==> src/shscp_pkg.sv <==
// Purpose: shared constants for the serial command port (device and host ends)
// Assumes: 32-bit frames, mode 0, msb first
// Notes:   register offsets, command codes, field positions and wrap points
package shscp_pkg;
    localparam int          FRAME_BITS    = 32;
    localparam int          CNT_W         = 6;
    localparam logic [5:0]  FRAME_COUNT   = 6'h20;
    // command field and packet layout
    localparam int          CMD_HI        = 31;
    localparam int          CMD_LO        = 28;
    localparam int          FIX_HI        = 27;
    localparam int          FIX_LO        = 24;
    localparam int          ADDR_HI       = 23;
    localparam int          ADDR_LO       = 16;
    localparam int          WDAT_HI       = 15;
    localparam int          WDAT_LO       = 8;
    localparam int          CRC_HI        = 7;
    localparam int          CRC_LO        = 0;
    localparam logic [3:0]  CMD_UNUSED    = 4'h0;
    localparam logic [3:0]  CMD_REG_WRITE = 4'h8;
    localparam logic [3:0]  CMD_REG_READ  = 4'hc;
    localparam logic [3:0]  CMD_ERROR     = 4'h0;
    localparam logic [1:0]  ST_ERROR      = 2'h3;
    localparam logic [1:0]  ST_OK         = 2'h0;
    // register offsets
    localparam logic [7:0]  ADDR_SRC_A    = 8'h1a;
    localparam logic [7:0]  ADDR_SRC_B    = 8'h1b;
    localparam logic [7:0]  ADDR_STATUS   = 8'h61;
    localparam logic [7:0]  ADDR_S0_HIGH  = 8'h63;
    localparam logic [7:0]  ADDR_S1_HIGH  = 8'h65;
    localparam logic [7:0]  ADDR_TS_TOP   = 8'h69;
    localparam logic [7:0]  ADDR_TOP      = 8'hff;
    localparam logic [7:0]  ADDR_BOTTOM   = 8'h00;
    // fields of the source select registers
    localparam int          WRAP_EN_BIT   = 7;
    localparam int          TAG_HI        = 2;
    localparam int          TAG_LO        = 0;
    localparam logic [7:0]  SRC_A_RESET   = 8'h00;
    localparam logic [7:0]  SRC_B_RESET   = 8'h01;
    localparam logic [7:0]  BYTE_ZERO     = 8'h00;
    localparam logic [31:0] WORD_ZERO     = 32'h0000_0000;
endpackage

==> src/shscp_link_if.sv <==
// Purpose: four-wire link between the host end and the device end
// Assumes: host drives clock, select and data out; device drives data in
// Notes:   plain wires, no clocking block
`timescale 1ns/1ps
interface shscp_link_if;
    logic sclk;
    logic sel_n;
    logic mosi;
    logic miso;
    modport host   (output sclk, output sel_n, output mosi, input miso);
    modport device (input sclk, input sel_n, input mosi, output miso);
endinterface

==> src/shscp_device.sv <==
// Purpose: device end of the serial command port
// Assumes: link pins asynchronous to clock_i; host keeps packet layout
// Notes:   link sampled by clock_i, edges found after two flops
// Summary of operation
// no enables: increment, roll top to bottom
// first enable: wrap sample0 high to status
// second enable: wrap sample1 high to status
// both enables: wrap timestamp top to status
// 32-bit packets, device is client
// clock idles low, sample rise, shift fall
// most significant bit first
// command packet, reply in next packet
// ignore pins while deselected
// register packet: cmd, zeros, addr, data, crc
// sensor packet: cmd, zeros, crc
// odd command is sensor request, tag upper bits
// zero and even odd-pairs are reserved
// 1000 write, 1100 read register
// serve channel whose tag matches
// sequential access advances address by one
// read reply follows unless error
// exactly 32 edges or protocol error
`timescale 1ns/1ps
module shscp_device
    import shscp_pkg::*;
#(
    parameter int N_CHAN = 2
) (
    input  wire logic        clock_i,
    input  wire logic        arst_n_i,
    shscp_link_if.device     link,
    input  wire logic [11:0] sample0_i,
    input  wire logic [11:0] sample1_i,
    input  wire logic [31:0] timestamp_i,
    input  wire logic [7:0]  status_i,
    input  wire logic        seq_step_i,
    input  wire logic        seq_load_i,
    input  wire logic [7:0]  seq_addr_i,
    output logic      [7:0]  seq_data_o,
    output logic      [7:0]  seq_addr_o,
    output logic             proto_err_o,
    output logic      [1:0]  wrap_enables_o
);
    logic [2:0]  sclk_sy;
    logic [2:0]  sel_sy;
    logic [1:0]  mosi_sy;
    logic [31:0] shift_in;
    logic [31:0] shift_out;
    logic [5:0]  edge_cnt;
    logic [31:0] reply;
    logic [7:0]  source_select_config_a;
    logic [7:0]  source_select_config_b;
    logic [7:0]  seq_addr;
    logic [7:0]  next_seq_addr;
    logic        miso_q;
    logic        rise;
    logic        fall;
    logic        sel_start;
    logic        sel_end;
    logic [31:0] next_reply;
    logic [3:0]  cmd;
    logic [2:0]  requested_source_tag;

    // second flop feeds the edge logic, first flop is read by nothing else
    always_ff @(posedge clock_i or negedge arst_n_i) begin
        if (!arst_n_i) begin
            sclk_sy <= 3'h0;
            sel_sy  <= 3'h7;
            mosi_sy <= 2'h0;
        end else begin
            sclk_sy <= {sclk_sy[1:0], link.sclk};
            sel_sy  <= {sel_sy[1:0], link.sel_n};
            mosi_sy <= {mosi_sy[0], link.mosi};
        end
    end

    // edges count only while selected
    assign rise      = !sel_sy[1] && sclk_sy[1] && !sclk_sy[2];
    assign fall      = !sel_sy[1] && !sclk_sy[1] && sclk_sy[2];
    assign sel_start = !sel_sy[1] && sel_sy[2];
    assign sel_end   = sel_sy[1] && !sel_sy[2];
    assign cmd       = shift_in[CMD_HI:CMD_LO];
    assign requested_source_tag = cmd[3:1];

    // read view of the register map
    function automatic logic [7:0] reg_read(input logic [7:0] a);
        unique case (a)
            ADDR_SRC_A:   reg_read = source_select_config_a;
            ADDR_SRC_B:   reg_read = source_select_config_b;
            ADDR_STATUS:  reg_read = status_i;
            8'h62:        reg_read = sample0_i[7:0];
            ADDR_S0_HIGH: reg_read = {4'h0, sample0_i[11:8]};
            8'h64:        reg_read = sample1_i[7:0];
            ADDR_S1_HIGH: reg_read = {4'h0, sample1_i[11:8]};
            8'h66:        reg_read = timestamp_i[7:0];
            8'h67:        reg_read = timestamp_i[15:8];
            8'h68:        reg_read = timestamp_i[23:16];
            ADDR_TS_TOP:  reg_read = timestamp_i[31:24];
            default:      reg_read = BYTE_ZERO;
        endcase
    endfunction

    // decode a complete command into the next reply word
    always_comb begin
        // zero and reserved codes get the error reply
        next_reply = {CMD_ERROR, ST_ERROR, 26'h0};
        if (cmd[0]) begin
            // odd codes: sensor request
            // match channel tag
            if (source_select_config_a[TAG_HI:TAG_LO] == requested_source_tag)
                next_reply = {cmd, ST_OK, sample0_i, 14'h0};
            else if (source_select_config_b[TAG_HI:TAG_LO] == requested_source_tag)
                next_reply = {cmd, ST_OK, sample1_i, 14'h0};
        end else if (cmd == CMD_REG_READ) begin
            // read reply data
            // answered in next frame
            next_reply = {cmd, ST_OK, 2'h0, shift_in[ADDR_HI:ADDR_LO],
                          reg_read(shift_in[ADDR_HI:ADDR_LO]), BYTE_ZERO};
        end else if (cmd == CMD_REG_WRITE) begin
            next_reply = {cmd, ST_OK, 2'h0, shift_in[ADDR_HI:ADDR_LO],
                          shift_in[WDAT_HI:WDAT_LO], BYTE_ZERO};
        end
    end

    // sample on rise; msb enters first
    always_ff @(posedge clock_i or negedge arst_n_i) begin
        if (!arst_n_i) begin
            shift_in <= WORD_ZERO;
            edge_cnt <= 6'h00;
        end else if (sel_start) begin
            edge_cnt <= 6'h00;
        end else if (rise) begin
            shift_in <= {shift_in[30:0], mosi_sy[1]};
            edge_cnt <= (edge_cnt == 6'h3f) ? edge_cnt : 6'(edge_cnt + 6'h01);
        end
    end

    // frame checked at deselect; bad count sets error
    // reply loaded for the following frame
    always_ff @(posedge clock_i or negedge arst_n_i) begin
        if (!arst_n_i) begin
            reply       <= WORD_ZERO;
            proto_err_o <= 1'b0;
        end else if (sel_end) begin
            if (edge_cnt == FRAME_COUNT) begin
                reply       <= next_reply;
                proto_err_o <= 1'b0;
            end else begin
                reply       <= {CMD_ERROR, ST_ERROR, 26'h0};
                proto_err_o <= 1'b1;
            end
        end
    end

    // register write, only on a good frame
    always_ff @(posedge clock_i or negedge arst_n_i) begin
        if (!arst_n_i) begin
            source_select_config_a <= SRC_A_RESET;
            source_select_config_b <= SRC_B_RESET;
        end else if (sel_end && edge_cnt == FRAME_COUNT && cmd == CMD_REG_WRITE) begin
            if (shift_in[ADDR_HI:ADDR_LO] == ADDR_SRC_A)
                source_select_config_a <= shift_in[WDAT_HI:WDAT_LO];
            if (shift_in[ADDR_HI:ADDR_LO] == ADDR_SRC_B)
                source_select_config_b <= shift_in[WDAT_HI:WDAT_LO];
        end
    end

    // device only answers, never drives the clock
    // output changes on fall; first bit ready at select
    always_ff @(posedge clock_i or negedge arst_n_i) begin
        if (!arst_n_i) begin
            shift_out <= WORD_ZERO;
            miso_q    <= 1'b0;
        end else if (sel_start) begin
            shift_out <= {reply[30:0], 1'b0};
            miso_q    <= reply[31];
        end else if (fall) begin
            shift_out <= {shift_out[30:0], 1'b0};
            miso_q    <= shift_out[31];
        end
    end
    assign link.miso = miso_q;

    shscp_wrap_addr u_shscp_wrap_addr (
        .addr_i               (seq_addr),
        .first_wrap_enable_i  (source_select_config_a[WRAP_EN_BIT]),
        .second_wrap_enable_i (source_select_config_b[WRAP_EN_BIT]),
        .next_addr_o          (next_seq_addr)
    );

    // sequential reads step the address by one, with wrap
    always_ff @(posedge clock_i or negedge arst_n_i) begin
        if (!arst_n_i) begin
            seq_addr   <= ADDR_BOTTOM;
            seq_data_o <= BYTE_ZERO;
        end else if (seq_load_i) begin
            seq_addr   <= seq_addr_i;
            seq_data_o <= reg_read(seq_addr_i);
        end else if (seq_step_i) begin
            seq_addr   <= next_seq_addr;
            seq_data_o <= reg_read(next_seq_addr);
        end
    end

    // registered copies for the user side
    always_ff @(posedge clock_i or negedge arst_n_i) begin
        if (!arst_n_i) begin
            seq_addr_o     <= ADDR_BOTTOM;
            wrap_enables_o <= 2'h0;
        end else begin
            seq_addr_o     <= seq_load_i ? seq_addr_i : (seq_step_i ? next_seq_addr : seq_addr);
            wrap_enables_o <= {source_select_config_b[WRAP_EN_BIT],
                               source_select_config_a[WRAP_EN_BIT]};
        end
    end
endmodule

==> src/shscp_wrap_addr.sv <==
// Purpose: next read address with sensor data wrap-around
// Assumes: combinational, same clock as its user
// Notes:   used for sequential register reads
`timescale 1ns/1ps
module shscp_wrap_addr
    import shscp_pkg::*;
(
    input  wire logic [7:0] addr_i,
    input  wire logic       first_wrap_enable_i,
    input  wire logic       second_wrap_enable_i,
    output logic      [7:0] next_addr_o
);
    // pick the wrap point from the two enables
    always_comb begin
        next_addr_o = 8'(addr_i + 8'h01);
        unique case ({second_wrap_enable_i, first_wrap_enable_i})
            2'b00: begin
                // plain increment with rollover
                next_addr_o = (addr_i == ADDR_TOP) ? ADDR_BOTTOM : 8'(addr_i + 8'h01);
            end
            2'b01: begin
                // wrap after first sample
                if (addr_i == ADDR_S0_HIGH) next_addr_o = ADDR_STATUS;
            end
            2'b10: begin
                // wrap after second sample
                if (addr_i == ADDR_S1_HIGH) next_addr_o = ADDR_STATUS;
            end
            2'b11: begin
                // wrap after timestamp top
                if (addr_i == ADDR_TS_TOP) next_addr_o = ADDR_STATUS;
            end
        endcase
    end
endmodule

==> src/flat_wrapper.sv <==
// flat-port wrapper written by rule: the top's interface ports become plain ports
module shscp_device_flat import shscp_pkg::*;
#(
    parameter int N_CHAN = 2
)
  (clock_i, arst_n_i, sample0_i, sample1_i, timestamp_i, status_i, seq_step_i, seq_load_i, seq_addr_i, seq_data_o, seq_addr_o, proto_err_o, wrap_enables_o, link_sclk, link_sel_n, link_mosi, link_miso);
  shscp_link_if link_i ();
  input  wire logic clock_i;
  input  wire logic arst_n_i;
  input  wire logic [11:0] sample0_i;
  input  wire logic [11:0] sample1_i;
  input  wire logic [31:0] timestamp_i;
  input  wire logic [7:0] status_i;
  input  wire logic seq_step_i;
  input  wire logic seq_load_i;
  input  wire logic [7:0] seq_addr_i;
  output logic      [7:0] seq_data_o;
  output logic      [7:0] seq_addr_o;
  output logic proto_err_o;
  output logic      [1:0] wrap_enables_o;
  input wire logic [$bits(link_i.sclk)-1:0] link_sclk;
  input wire logic [$bits(link_i.sel_n)-1:0] link_sel_n;
  input wire logic [$bits(link_i.mosi)-1:0] link_mosi;
  output wire logic [$bits(link_i.miso)-1:0] link_miso;
  assign link_i.sclk = link_sclk;
  assign link_i.sel_n = link_sel_n;
  assign link_i.mosi = link_mosi;
  assign link_miso = link_i.miso;
  shscp_device #(.N_CHAN(N_CHAN)) u_core (.clock_i(clock_i), .arst_n_i(arst_n_i), .link(link_i), .sample0_i(sample0_i), .sample1_i(sample1_i), .timestamp_i(timestamp_i), .status_i(status_i), .seq_step_i(seq_step_i), .seq_load_i(seq_load_i), .seq_addr_i(seq_addr_i), .seq_data_o(seq_data_o), .seq_addr_o(seq_addr_o), .proto_err_o(proto_err_o), .wrap_enables_o(wrap_enables_o));
endmodule
==> config.mk <==
export PLATFORM = sky130hd
export DESIGN_NAME = shscp_device_flat
export DESIGN_NICKNAME = d
export VERILOG_FILES = /design/src/shscp_pkg.sv /design/src/shscp_link_if.sv /design/src/shscp_device.sv /design/src/shscp_wrap_addr.sv /design/src/flat_wrapper.sv
export SDC_FILE = /design/constraint.sdc
export NUM_CORES = 1
export LEC_CHECK = 0
export ABC_AREA = 0
export BUFFER_PORTS_ARGS = -buffer_cell sky130_fd_sc_hd__buf_2
export CAP_MARGIN = 20
export CORE_MARGIN = 2
export CORE_UTILIZATION = 28
export CTS_BUF_LIST = sky130_fd_sc_hd__clkbuf_4
export DETAILED_ROUTE_END_ITERATION = 6
export PLACE_DENSITY = 0.42
export SETUP_SLACK_MARGIN = 0.2
export SYNTH_ARGS = -nofsm -noshare
export SYNTH_HDL_FRONTEND = slang
export SYNTH_SLANG_ARGS = --single-unit
==> constraint.sdc <==
create_clock -name clock_i -period 4.84 [get_ports clock_i]
set_input_delay 0.484 -clock clock_i [delete_from_list [all_inputs] [get_ports clock_i]]
set_output_delay 0.484 -clock clock_i [all_outputs]
set_load 0.01 [all_outputs]
==> results of run 1 <==
==> routing by layer <==
metal / GRT usage, % / wire length, um / vias to the layer above
met5: 0 / 0 / -
met1: 28.2 / 13300 / 3532
met4: 7.09 / 976 / 0
li1: - / - / 3278
met2: 30.6 / 12800 / 341
met3: 4.51 / 1960 / 80
==> layout make-up <==
| cell class | count | area share, % |
|---|---|---|
| antenna | 2 | 0.0549 |
| clock buffer | 17 | 1.40 |
| clock inverter | 15 | 2.11 |
| inverter | 8 | 0.329 |
| multi-input combinational | 631 | 49.1 |
| sequential | 128 | 35.2 |
| tap | 378 | 5.19 |
| timing repair buffer | 111 | 6.57 |
==> stage by stage <==
step                power [W]  cells  utilization, %  setup WS [ns]  hold slack, ns
finish                0.00234   1290            32.7           1.43         -0.0197
global route          0.00246   1290            32.7           1.24         0.00629
CTS                   0.00237   1288            32.7           1.53          0.0180
detailed placement    0.00151   1253            31.4           1.57           0.335
global placement      0.00152   1252            31.4           1.64           0.334
floorplan             0.00135    824               -           2.23           0.188
==> power by group through the flow <==
| stage | Combinational (W) | Sequential (W) | Clock (W) |
|---|---|---|---|
| floorplan | 0.000203 | 0.00115 | 0 |
| global placement | 0.000358 | 0.00116 | 0 |
| detailed placement | 0.000355 | 0.00116 | 0 |
| CTS | 0.000358 | 0.00114 | 0.000878 |
| global route | 0.000390 | 0.00115 | 0.000928 |
| finish | 0.000360 | 0.00114 | 0.000844 |
==> logic make-up after synthesis <==
group                    count (synthesis)  share of synthesized area (%)
flip-flops                             128                           40.4
adder cells (fa/ha/maj)                  4                          0.631
multiplexers                           117                           16.3
AND/OR/NAND/NOR                        242                           16.1
buffers and inverters                   65                           3.34
AO/OA/AOI/OAI                          254                           21.6
XOR/XNOR                                14                           1.55
==> cells in the final DEF (no fill, tap or decap), types with 17 or more instances in the layout <==
| master | netlist | final |
|---|---|---|
| mux2i_1 | 44 | 44 |
| nor2_1 | 36 | 35 |
| buf_2 | 7 | 98 |
| clkbuf_4 | 0 | 17 |
| nand2_1 | 86 | 86 |
| mux2_2 | 68 | 68 |
| nand3_1 | 26 | 26 |
| o21ai_0 | 60 | 60 |
| a21oi_1 | 48 | 48 |
| a22oi_1 | 27 | 27 |
| dfrtp_1 | 124 | 124 |
==> critical path: stages (launching register included) <==
cell	delay (ns)
dfrtp_1	0.39
buf_4	0.20
ha_1	0.36
nand4bb_1	0.16
nor4_1	0.07
nor2_1	0.67
nand2_1	0.24
nor3_1	0.72
a222oi_1	0.18
and4_1	0.25
o21ai_1	0.10
==> registers in the layout, summed over array words and instances (netlist names), 3 cells and up <==
register and flops:
u_core.reply 23, u_core.sclk_sy 3, u_core.shift_in 32, u_core.seq_addr 8, u_core.source_select_config_b 8, u_core.edge_cnt 6
u_core.shift_out 23, u_core.source_select_config_a 8, u_core.seq_data_o 8, u_core.sel_sy 3
==> worst min path at each step <==
stage                           startpoint                          endpoint  slack [ns]  depth (start not counted)
2_1_floorplan                     arst_n_i    u_core.edge_cnt[0]$_DFFE_PN0P_        0.19                          0
3_3_place_gp   u_core.sclk_sy[0]$_DFF_PN0_       u_core.sclk_sy[1]$_DFF_PN0_        0.33                          0
3_5_place_dp   u_core.sclk_sy[0]$_DFF_PN0_       u_core.sclk_sy[1]$_DFF_PN0_        0.33                          0
4_1_cts                           arst_n_i      u_core.reply[10]$_DFFE_PN0P_        0.02                          1
5_1_grt                           arst_n_i       u_core.reply[9]$_DFFE_PN0P_       0.006                          1
6_report                          arst_n_i  u_core.shift_out[11]$_DFFE_PN0P_       -0.02                          1
==> timing repair <==
item | CTS | global route
hold endpoints to repair | 3 | 0
hold buffers | 3 | 0
resized for setup | 0 | 0
==> out/qor.yml, run 1 <==
route:
  vias: 7231
  first_pass_iters: 7
  postRouteWirelength_mm: 29.1
  antenna_left: 0
  detail_route.vias_per_cell: 5.61
  post_drt_wl_per_cell_um: 22.5
  drc_errors: 8
  drtIter0Drc: 736
logic_synthesis:
  synth_common_cells: "124 x dfrtp_1, 86 x nand2_1, 68 x mux2_2"
  ys_ff_latch: 128
  synth.yosys.seq_area_share_pct: 40.4
  yosys.area.top_type: "dfrtp_1"
  syn_nets: 907
  synth.most_common_cell: "dfrtp_1"
  synth_edf_count: 0
  ys_top_cells_by_area: "dfrtp_1 39%, mux2_2 9.7%, mux2i_1 5.6%, nand2_1 4.1%, o21ai_0 3.8%"
  synthArstFlopShare_pct: 100
  yosys_warnings: 0
  synth_top_flop_cell: "dfrtp_1"
  ys_types: 74
  synth_cells: 824
  synth_top_area_share_pct: 39.1
  synthesis.area_um2: 7930
  synth.avg_cell_area_um2: 9.63
power_and_ir_drop:
  switching_power_w: 0.000775
  p_comb_share_pct: 15.4
  clock_power_share_pct: 36.0
  p_leak_nw: 3.89
  internal_power_w: 0.00157
  pwr-share-seq_pct: 48.6
  power_density_nw_per_um2: 257
  swShare_pct: 33.1
  peakVddDrop_v: 0.000135
floorplanning:
  die_h_um: 172
  start_util_pct: 28.5
  core-area_um2: 27900
  dieArea_um2: 29700
  die_w_um: 172
  rows: 61
  io_pins: 99
sta:
  hold_ws_ns: -0.0197
  slew_headroom_pct: 29.4
  finalMaxSlewViolations: 0
  setup_tns_ns: 0
  final_hold_viol_count: 8
  period_share_pct: 70.5
  clock_skew_ns: 0.0386
  rsz0062_at_grt: "false"
  max_freq_ghz: 0.293
  tightest_slew_ns: 1.06
  period_needed_ns: 3.41
  setup-violations-final: 0
status:
  violations: "design-rule violations, negative hold slack"
  outcome: "finished, violations left"
cells_and_area:
  final_layout_size_suffix_gt1_share_pct: 25.5
  multiInputGateArea_um2: 4480
  final_area_um2: 9120
  fillers: 2963
  syn_to_final_growth_pct: 14.9
  fin_nets: 980
  ff_latch_area_um2: 3210
place:
  place_hpwl_mm: 21.6
  numPortBuffers: 98
  finalWeightedCongestion: 0.940
  placed_cell_area_um2: 8760
setup_path:
  worst-setup-path-type: "register to register"
  r2r_slack_ns: 1.43
  r2r_cells: 10
  worstPathMaxFanout: 18
  crit_path_end_kind: "register"
  reg2reg_from: "u_core.seq_addr[0]$_DFFE_PN0P_"
  startpoint: "u_core.seq_addr[0]$_DFFE_PN0P_"
  worstSetupStartpointType: "register"
  r2r_end: "u_core.seq_data_o[1]$_DFFE_PN0P_"
  required_ns: 5.34
  crit_path_end: "u_core.seq_data_o[1]$_DFFE_PN0P_"
  cp.arrival_ns: 3.91
worst_hold_path:
  min_path_type: "input pin to asynchronous set/reset pin"
clocking:
  clockRootBuffer: "clkbuf_4"
  cts_buffer_depth: 2
  path_clk_slew_ns: 0.15
  post_cts_buffers: 0
  cts_tree: "built"
  clock_sinks: 128
  htreeDepth: 4
  cts_buffers: 17
  insertion_delay_ns: 0.57
grt:
  grt_start_max_net_pins: 93
  grt_pass1_vias: 7137
  gr-total-overflow: 0
  antenna_found_initial: 1
  grt_usage_pct: 20.2
  grt_pass1_wl_mm: 44.7
flow_run:
  cap_viol_max_count: 0
Power figures use the tool's default switching activity.
==> run 2, diff against run 1 <==
Settings changed: PLACE_DENSITY 0.42 to 0.44.
Clock period 4.84 ns to 2.88 ns, I/O delays scaled along.
==> out/qor.yml, run 2 (same netlist as run 1, synthesis figures left out) <==
setup_path:
  r2r_cells: 10  # unchanged
  max_stage_delay_ns: 0.42  # -0.30 ns
  reg2reg_from: "u_core.seq_addr[0]$_DFFE_PN0P_"
  required_ns: 3.35  # -1.99 ns
  critPathSlowestCell: "dfrtp_1"
  crit_path_end: "u_core.seq_data_o[2]$_DFFE_PN0P_"
  cp.arrival_ns: 3.11  # -0.80 ns
  r2r_end: "u_core.seq_data_o[2]$_DFFE_PN0P_"
  r2r_slack_ns: 0.24  # -1.19 ns
  worstSetupStartpointType: "register"
  cp_common_cell: "buf_4"
  crit_path_end_kind: "register"
  startpoint: "u_core.seq_addr[0]$_DFFE_PN0P_"
  worst-setup-path-type: "register to register"
  cp_cell_sequence: "buf_4 -> buf_6 -> nand4_1 -> buf_4 -> o22ai_2 -> and3_4 -> a22oi_1 -> or3_1 -> a41o_1 -> a21oi_1"
  worstPathMaxFanout: 12  # -6
worst_hold_path:
  min_path_type: "input pin to register"
  worstHoldStart: "status_i[6]"
route:
  antenna_left: 0  # unchanged
  post_drt_wl_per_cell_um: 23.0  # +2.2%
  drtIter0Drc: 741  # +0.68%
  first_pass_iters: 7  # unchanged
  postRouteWirelength_mm: 31.6  # +8.7%
  detail_route.vias_per_cell: 5.52  # -1.6%
  vias: 7571  # +4.7%
  drc_errors: 0  # -8
place:
  place_inst: 1310  # +4.5%
  numPortBuffers: 98  # unchanged
  place_hpwl_mm: 23.3  # +7.8%
  finalWeightedCongestion: 0.952  # +1.2%
floorplanning:
  core-area_um2: 27900  # unchanged
  rows: 61  # unchanged
  die_h_um: 172  # unchanged
  io_pins: 99  # unchanged
  die_w_um: 172  # unchanged
  start_util_pct: 28.5  # unchanged
  dieArea_um2: 29700  # unchanged
cells_and_area:
  largest_register_ffs: 32  # unchanged
  final_layout_size_suffix_gt1_share_pct: 33.8  # +8.3 points
  largest_register: "u_core.shift_in"
  final_common_cell: "dfrtp_1"
  syn_to_final_growth_pct: 25.6
  reg.largest.list: "u_core.shift_in (32), u_core.reply (23), u_core.shift_out (23)"
  final_cell_mix: "121 x dfrtp_1, 98 x buf_2, 83 x nand2_1"
  stdcell_count: 1372  # +6.4%
  fin_nets: 1062  # +8.4%
sta:
  tightest_slew_ns: 0.903  # -0.154 ns
  period_needed_ns: 2.64  # -0.774 ns
  finalMaxSlewViolations: 0  # unchanged
  period_share_pct: 91.5  # +21 points
  slew_headroom_pct: 39.8  # +10 points
  max_freq_ghz: 0.379  # +29%
  hold_ws_ns: 0.0672  # +0.0868 ns
  final_hold_viol_count: 0  # -8
  setup_tns_ns: 0  # unchanged
  setup-violations-final: 0  # unchanged
  rsz0062_at_grt: "true"
  clock_skew_ns: 0.0468  # +0.00822 ns
power_and_ir_drop:
  finalPower_w: 0.00400  # +71%
  power_density_nw_per_um2: 402  # +56%
  peakVddDrop_v: 0.000270  # +99%
  p_leak_nw: 4.34  # +12%
clocking:
  htreeDepth: 4  # unchanged
  clock_sinks: 128  # unchanged
  cts_buffers: 17  # unchanged
  cts_buffer_depth: 2  # unchanged
  insertion_delay_ns: 0.56  # about the same
  path_clk_slew_ns: 0.17  # +0.02 ns
  clockRootBuffer: "clkbuf_4"
  cts_tree: "built"
grt:
  grt_start_max_net_pins: 65  # -30%
  grt_usage_pct: 21.5  # +1.3 points
  antenna_found_initial: 1  # unchanged
  gr-total-overflow: 0  # unchanged
  grt_pass1_wl_mm: 47.3  # +6.0%
  grt_pass1_vias: 7480  # +4.8%
flow_run:
  cap_viol_max_count: 0  # unchanged
status:
  outcome: "finished clean"
-- run 2: cell count changes in the layout (fill, tap and decap cells not counted), sizes merged --
cell         delta
buf            +75
clkinv          +2
dlygate4sd3     +7
clkinvlp        +1
clkbuf          +1
inv             -4
-- run 2: cell type report --
class,count,area (um^2)
Multi-Input combinational cell,631,4640
Timing Repair Buffer,193,1310
Clock buffer,18,135
Antenna cell,2,5.00
Sequential cell,128,3210
Clock inverter,14,155
Fill cell,2889,17900
Inverter,8,30.0
Tap cell,378,473
-- run 2: where the power goes --
part / internal (W) / switching (W)
Combinational: 0.000305 / 0.000443
Sequential: 0.00186 / 0.0000459
Clock: 0.000540 / 0.000813
-- run 2: repair_timing --
action                     in CTS  in global routing
gates resized for setup         3                 40
hold buffers                   10                  0
hold endpoints to repair       69                  0
setup endpoints to repair       8                 10
buffers inserted                0                 18
pin swaps                       0                 15
-- run 2: worst min-delay path by stage --
stage	endpoint	slack [ns]	cells after the start
after floorplan	u_core.edge_cnt[0]$_DFFE_PN0P_	-0.008	0
after global placement	u_core.sclk_sy[1]$_DFF_PN0_	0.33	0
after detailed placement	u_core.sclk_sy[1]$_DFF_PN0_	0.34	0
after CTS	u_core.seq_data_o[6]$_DFFE_PN0P_	0.004	3
after global routing	u_core.seq_data_o[6]$_DFFE_PN0P_	0.03	3
final	u_core.seq_data_o[6]$_DFFE_PN0P_	0.07	3
-- run 2: metal layers --
| layer | vias to the layer above | routed length (um) | GRT usage [%] |
|---|---|---|---|
| met1 | 3752 | 14700 | 30.7 |
| met3 | 65 | 2140 | 3.48 |
| met5 | - | 0 | 0 |
| met4 | 0 | 1090 | 8.91 |
| li1 | 3431 | - | - |
| met2 | 323 | 13700 | 32.2 |
-- run 2: worst max-delay path: cells and delay by family, from the launching register on --
family	cells	cell delay, ns
and+or+nand+nor	3	0.83
buffers and inverters	3	0.53
DFF	1	0.42
AOI/OAI and AO/OA	4	0.77
-- run 2: per-stage QoR --
step	utilization (%)	area (um^2)	setup slack (ns)
floorplan	-	7930	0.266
global placement	33.2	9240	0.155
detailed placement	33.2	9240	0.126
CTS	34.6	9640	0.172
global route	35.8	9960	0.118
finish	35.8	9960	0.243
==> run 3, diff against run 2 <==
==> constraint.sdc (replaced) <==
create_clock -name clock_i -period 2.88 [get_ports clock_i]
set_input_delay 0.576 -clock clock_i [delete_from_list [all_inputs] [get_ports clock_i]]
set_output_delay 0.576 -clock clock_i [all_outputs]
set_load 0.01 [all_outputs]
==> out/qor.yml, run 3 (same netlist as run 1, synthesis figures left out) <==
floorplanning:
  io_pins: 99  # unchanged
  core-area_um2: 27900  # unchanged
  start_util_pct: 28.5  # unchanged
  rows: 61  # unchanged
  die_h_um: 172  # unchanged
  dieArea_um2: 29700  # unchanged
  die_w_um: 172  # unchanged
route:
  first_pass_iters: 6  # -1
  postRouteWirelength_mm: 30.6  # -3.2%
  antenna_left: 0  # unchanged
  post_drt_wl_per_cell_um: 22.5  # -2.4%
  detail_route.vias_per_cell: 5.51  # -0.23%
  drtIter0Drc: 698  # -5.8%
  drc_errors: 0  # unchanged
  vias: 7493  # -1.0%
setup_path:
  startpoint: "u_core.seq_addr[3]$_DFFE_PN0P_"
  required_ns: 3.34  # about the same
  crit_path_end_kind: "register"
  worst-setup-path-type: "register to register"
  reg2reg_from: "u_core.seq_addr[3]$_DFFE_PN0P_"
  cp.arrival_ns: 3.07  # -0.04 ns
  worstPathMaxFanout: 10  # -2
  worstSetupStartpointType: "register"
power_and_ir_drop:
  p_leak_nw: 4.23  # -2.5%
  internal_power_w: 0.00252  # -6.7%
  pwr-share-seq_pct: 49.6  # +2.1 points
  p_comb_share_pct: 19.2  # +0.5 points
  switching_power_w: 0.00132  # +1.5%
  peakVddDrop_v: 0.000208  # -23%
  swShare_pct: 34.4  # +1.9 points
  clock_power_share_pct: 31.1  # -2.7 points
  power_density_nw_per_um2: 395  # -1.8%
grt:
  grt_usage_pct: 21.0  # -0.54 points
  grt_start_max_net_pins: 54  # -17%
  grt_pass1_wl_mm: 46.0  # -2.9%
  gr-total-overflow: 0  # unchanged
  grt_pass1_vias: 7303  # -2.4%
  antenna_found_initial: 2  # +1
cells_and_area:
  syn_to_final_growth_pct: 22.7
  largest_register: "u_core.shift_in"
  final_cell_mix: "119 x dfrtp_1, 97 x buf_2, 84 x nand2_1"
  fin_nets: 1051  # -1.0%
  final_layout_size_suffix_gt1_share_pct: 33.4  # -0.33 points
  largest_register_ffs: 32  # unchanged
  stdcell_count: 1361  # -0.80%
  reg.largest.list: "u_core.shift_in (32), u_core.reply (23), u_core.shift_out (23)"
  final_common_cell: "dfrtp_1"
sta:
  period_share_pct: 90.4  # -1.1 points
  setup-violations-final: 0  # unchanged
  setup_tns_ns: 0  # unchanged
  period_needed_ns: 2.60  # -0.0321 ns
  slew_headroom_pct: 32.9  # -6.9 points
  hold_ws_ns: 0.116  # +0.0488 ns
  finalMaxSlewViolations: 0  # unchanged
  final_hold_viol_count: 0  # unchanged
  rsz0062_at_grt: "true"
  max_freq_ghz: 0.384  # +1.2%
  clock_skew_ns: 0.0481  # +0.00128 ns
  tightest_slew_ns: 1.00  # +0.0994 ns
place:
  finalWeightedCongestion: 0.946  # -0.63%
  place_inst: 1316  # +0.46%
  numPortBuffers: 98  # unchanged
  place_hpwl_mm: 23.6  # +1.1%
clocking:
  clockRootBuffer: "clkbuf_4"
  cts_tree: "built"
  cts_buffers: 17  # unchanged
  cts_buffer_depth: 2  # unchanged
  insertion_delay_ns: 0.57  # about the same
  path_clk_slew_ns: 0.15  # -0.02 ns
  htreeDepth: 4  # unchanged
  clock_sinks: 128  # unchanged
worst_hold_path:
  worstHoldStart: "link_sel_n"
  min_path_type: "input pin to register"
status:
  outcome: "finished clean"
flow_run:
  cap_viol_max_count: 0  # unchanged
==> run 3: final timing paths <==
| path | endpoint | slack, ns | depth (start not counted) |
|---|---|---|---|
| max | u_core.seq_data_o[7]$_DFFE_PN0P_ | 0.28 | 9 |
| min | u_core.sel_sy[0]$_DFF_PN1_ | 0.12 | 1 |
| max reg2reg | u_core.seq_data_o[7]$_DFFE_PN0P_ | 0.28 | 9 |
| min reg2reg | u_core.sclk_sy[1]$_DFF_PN0_ | 0.35 | 0 |
| max in group asynchronous | u_core.sel_sy[2]$_DFF_PN1_ | 1.61 | 3 |
| min in group asynchronous | u_core.shift_out[10]$_DFFE_PN0P_ | 0.52 | 2 |
==> run 3: through the flow <==
step	setup slack, ns	instance area (um^2)	util, %	power (W)
3_3_place_gp	0.0729	9270	33.3	0.00263
5_1_grt	0.178	9730	34.9	0.00401
6_report	0.276	9740	35.0	0.00384
2_1_floorplan	0.266	7930	-	0.00227
3_5_place_dp	0.00208	9270	33.3	0.00262
4_1_cts	0.185	9560	34.3	0.00385
==> run 3: timing repair <==
action,in CTS,in global routing
gates resized for setup,7,25
pin swaps,0,7
hold buffers,1,0
setup buffers,0,10
setup endpoints to repair,8,12
endpoints found under the hold margin,46,0
==> run 3: final cells by class <==
type	instances	area (um^2)
timing repair buffer	182	1170
inverter	8	30.0
clock inverter	15	123
fill	2917	18100
antenna	2	5.00
tap	378	473
clock buffer	17	128
sequential	128	3210
multi-input combinational	631	4590
==> run 3: power groups by stage <==
stage / clock [W] / sequential [W] / combinational (W)
after CTS: 0.00125 / 0.00191 / 0.000698
after global placement: 0 / 0.00194 / 0.000688
after detailed placement: 0 / 0.00194 / 0.000687
final: 0.00120 / 0.00191 / 0.000739
after floorplan: 0 / 0.00193 / 0.000340
after global routing: 0.00131 / 0.00192 / 0.000790
==> run 3: metal layers <==
layer / wire length, um / vias to the layer above / GRT usage (%)
met5: 0 / - / 0
met2: 13600 / 313 / 32.1
met1: 14300 / 3708 / 29.9
met4: 793 / 0 / 7.45
li1: - / 3414 / -
met3: 1850 / 58 / 3.30
==> run 3: worst max-delay path, stage by stage (launching register included) <==
cell and delay (ns):
dfrtp_2 0.52, or3b_1 0.41, a211oi_2 0.30, or2_1 0.22, buf_4 0.18, nor4_4 0.06
buf_4 0.18, a221o_1 0.30, a211oi_1 0.26, o21ai_1 0.08
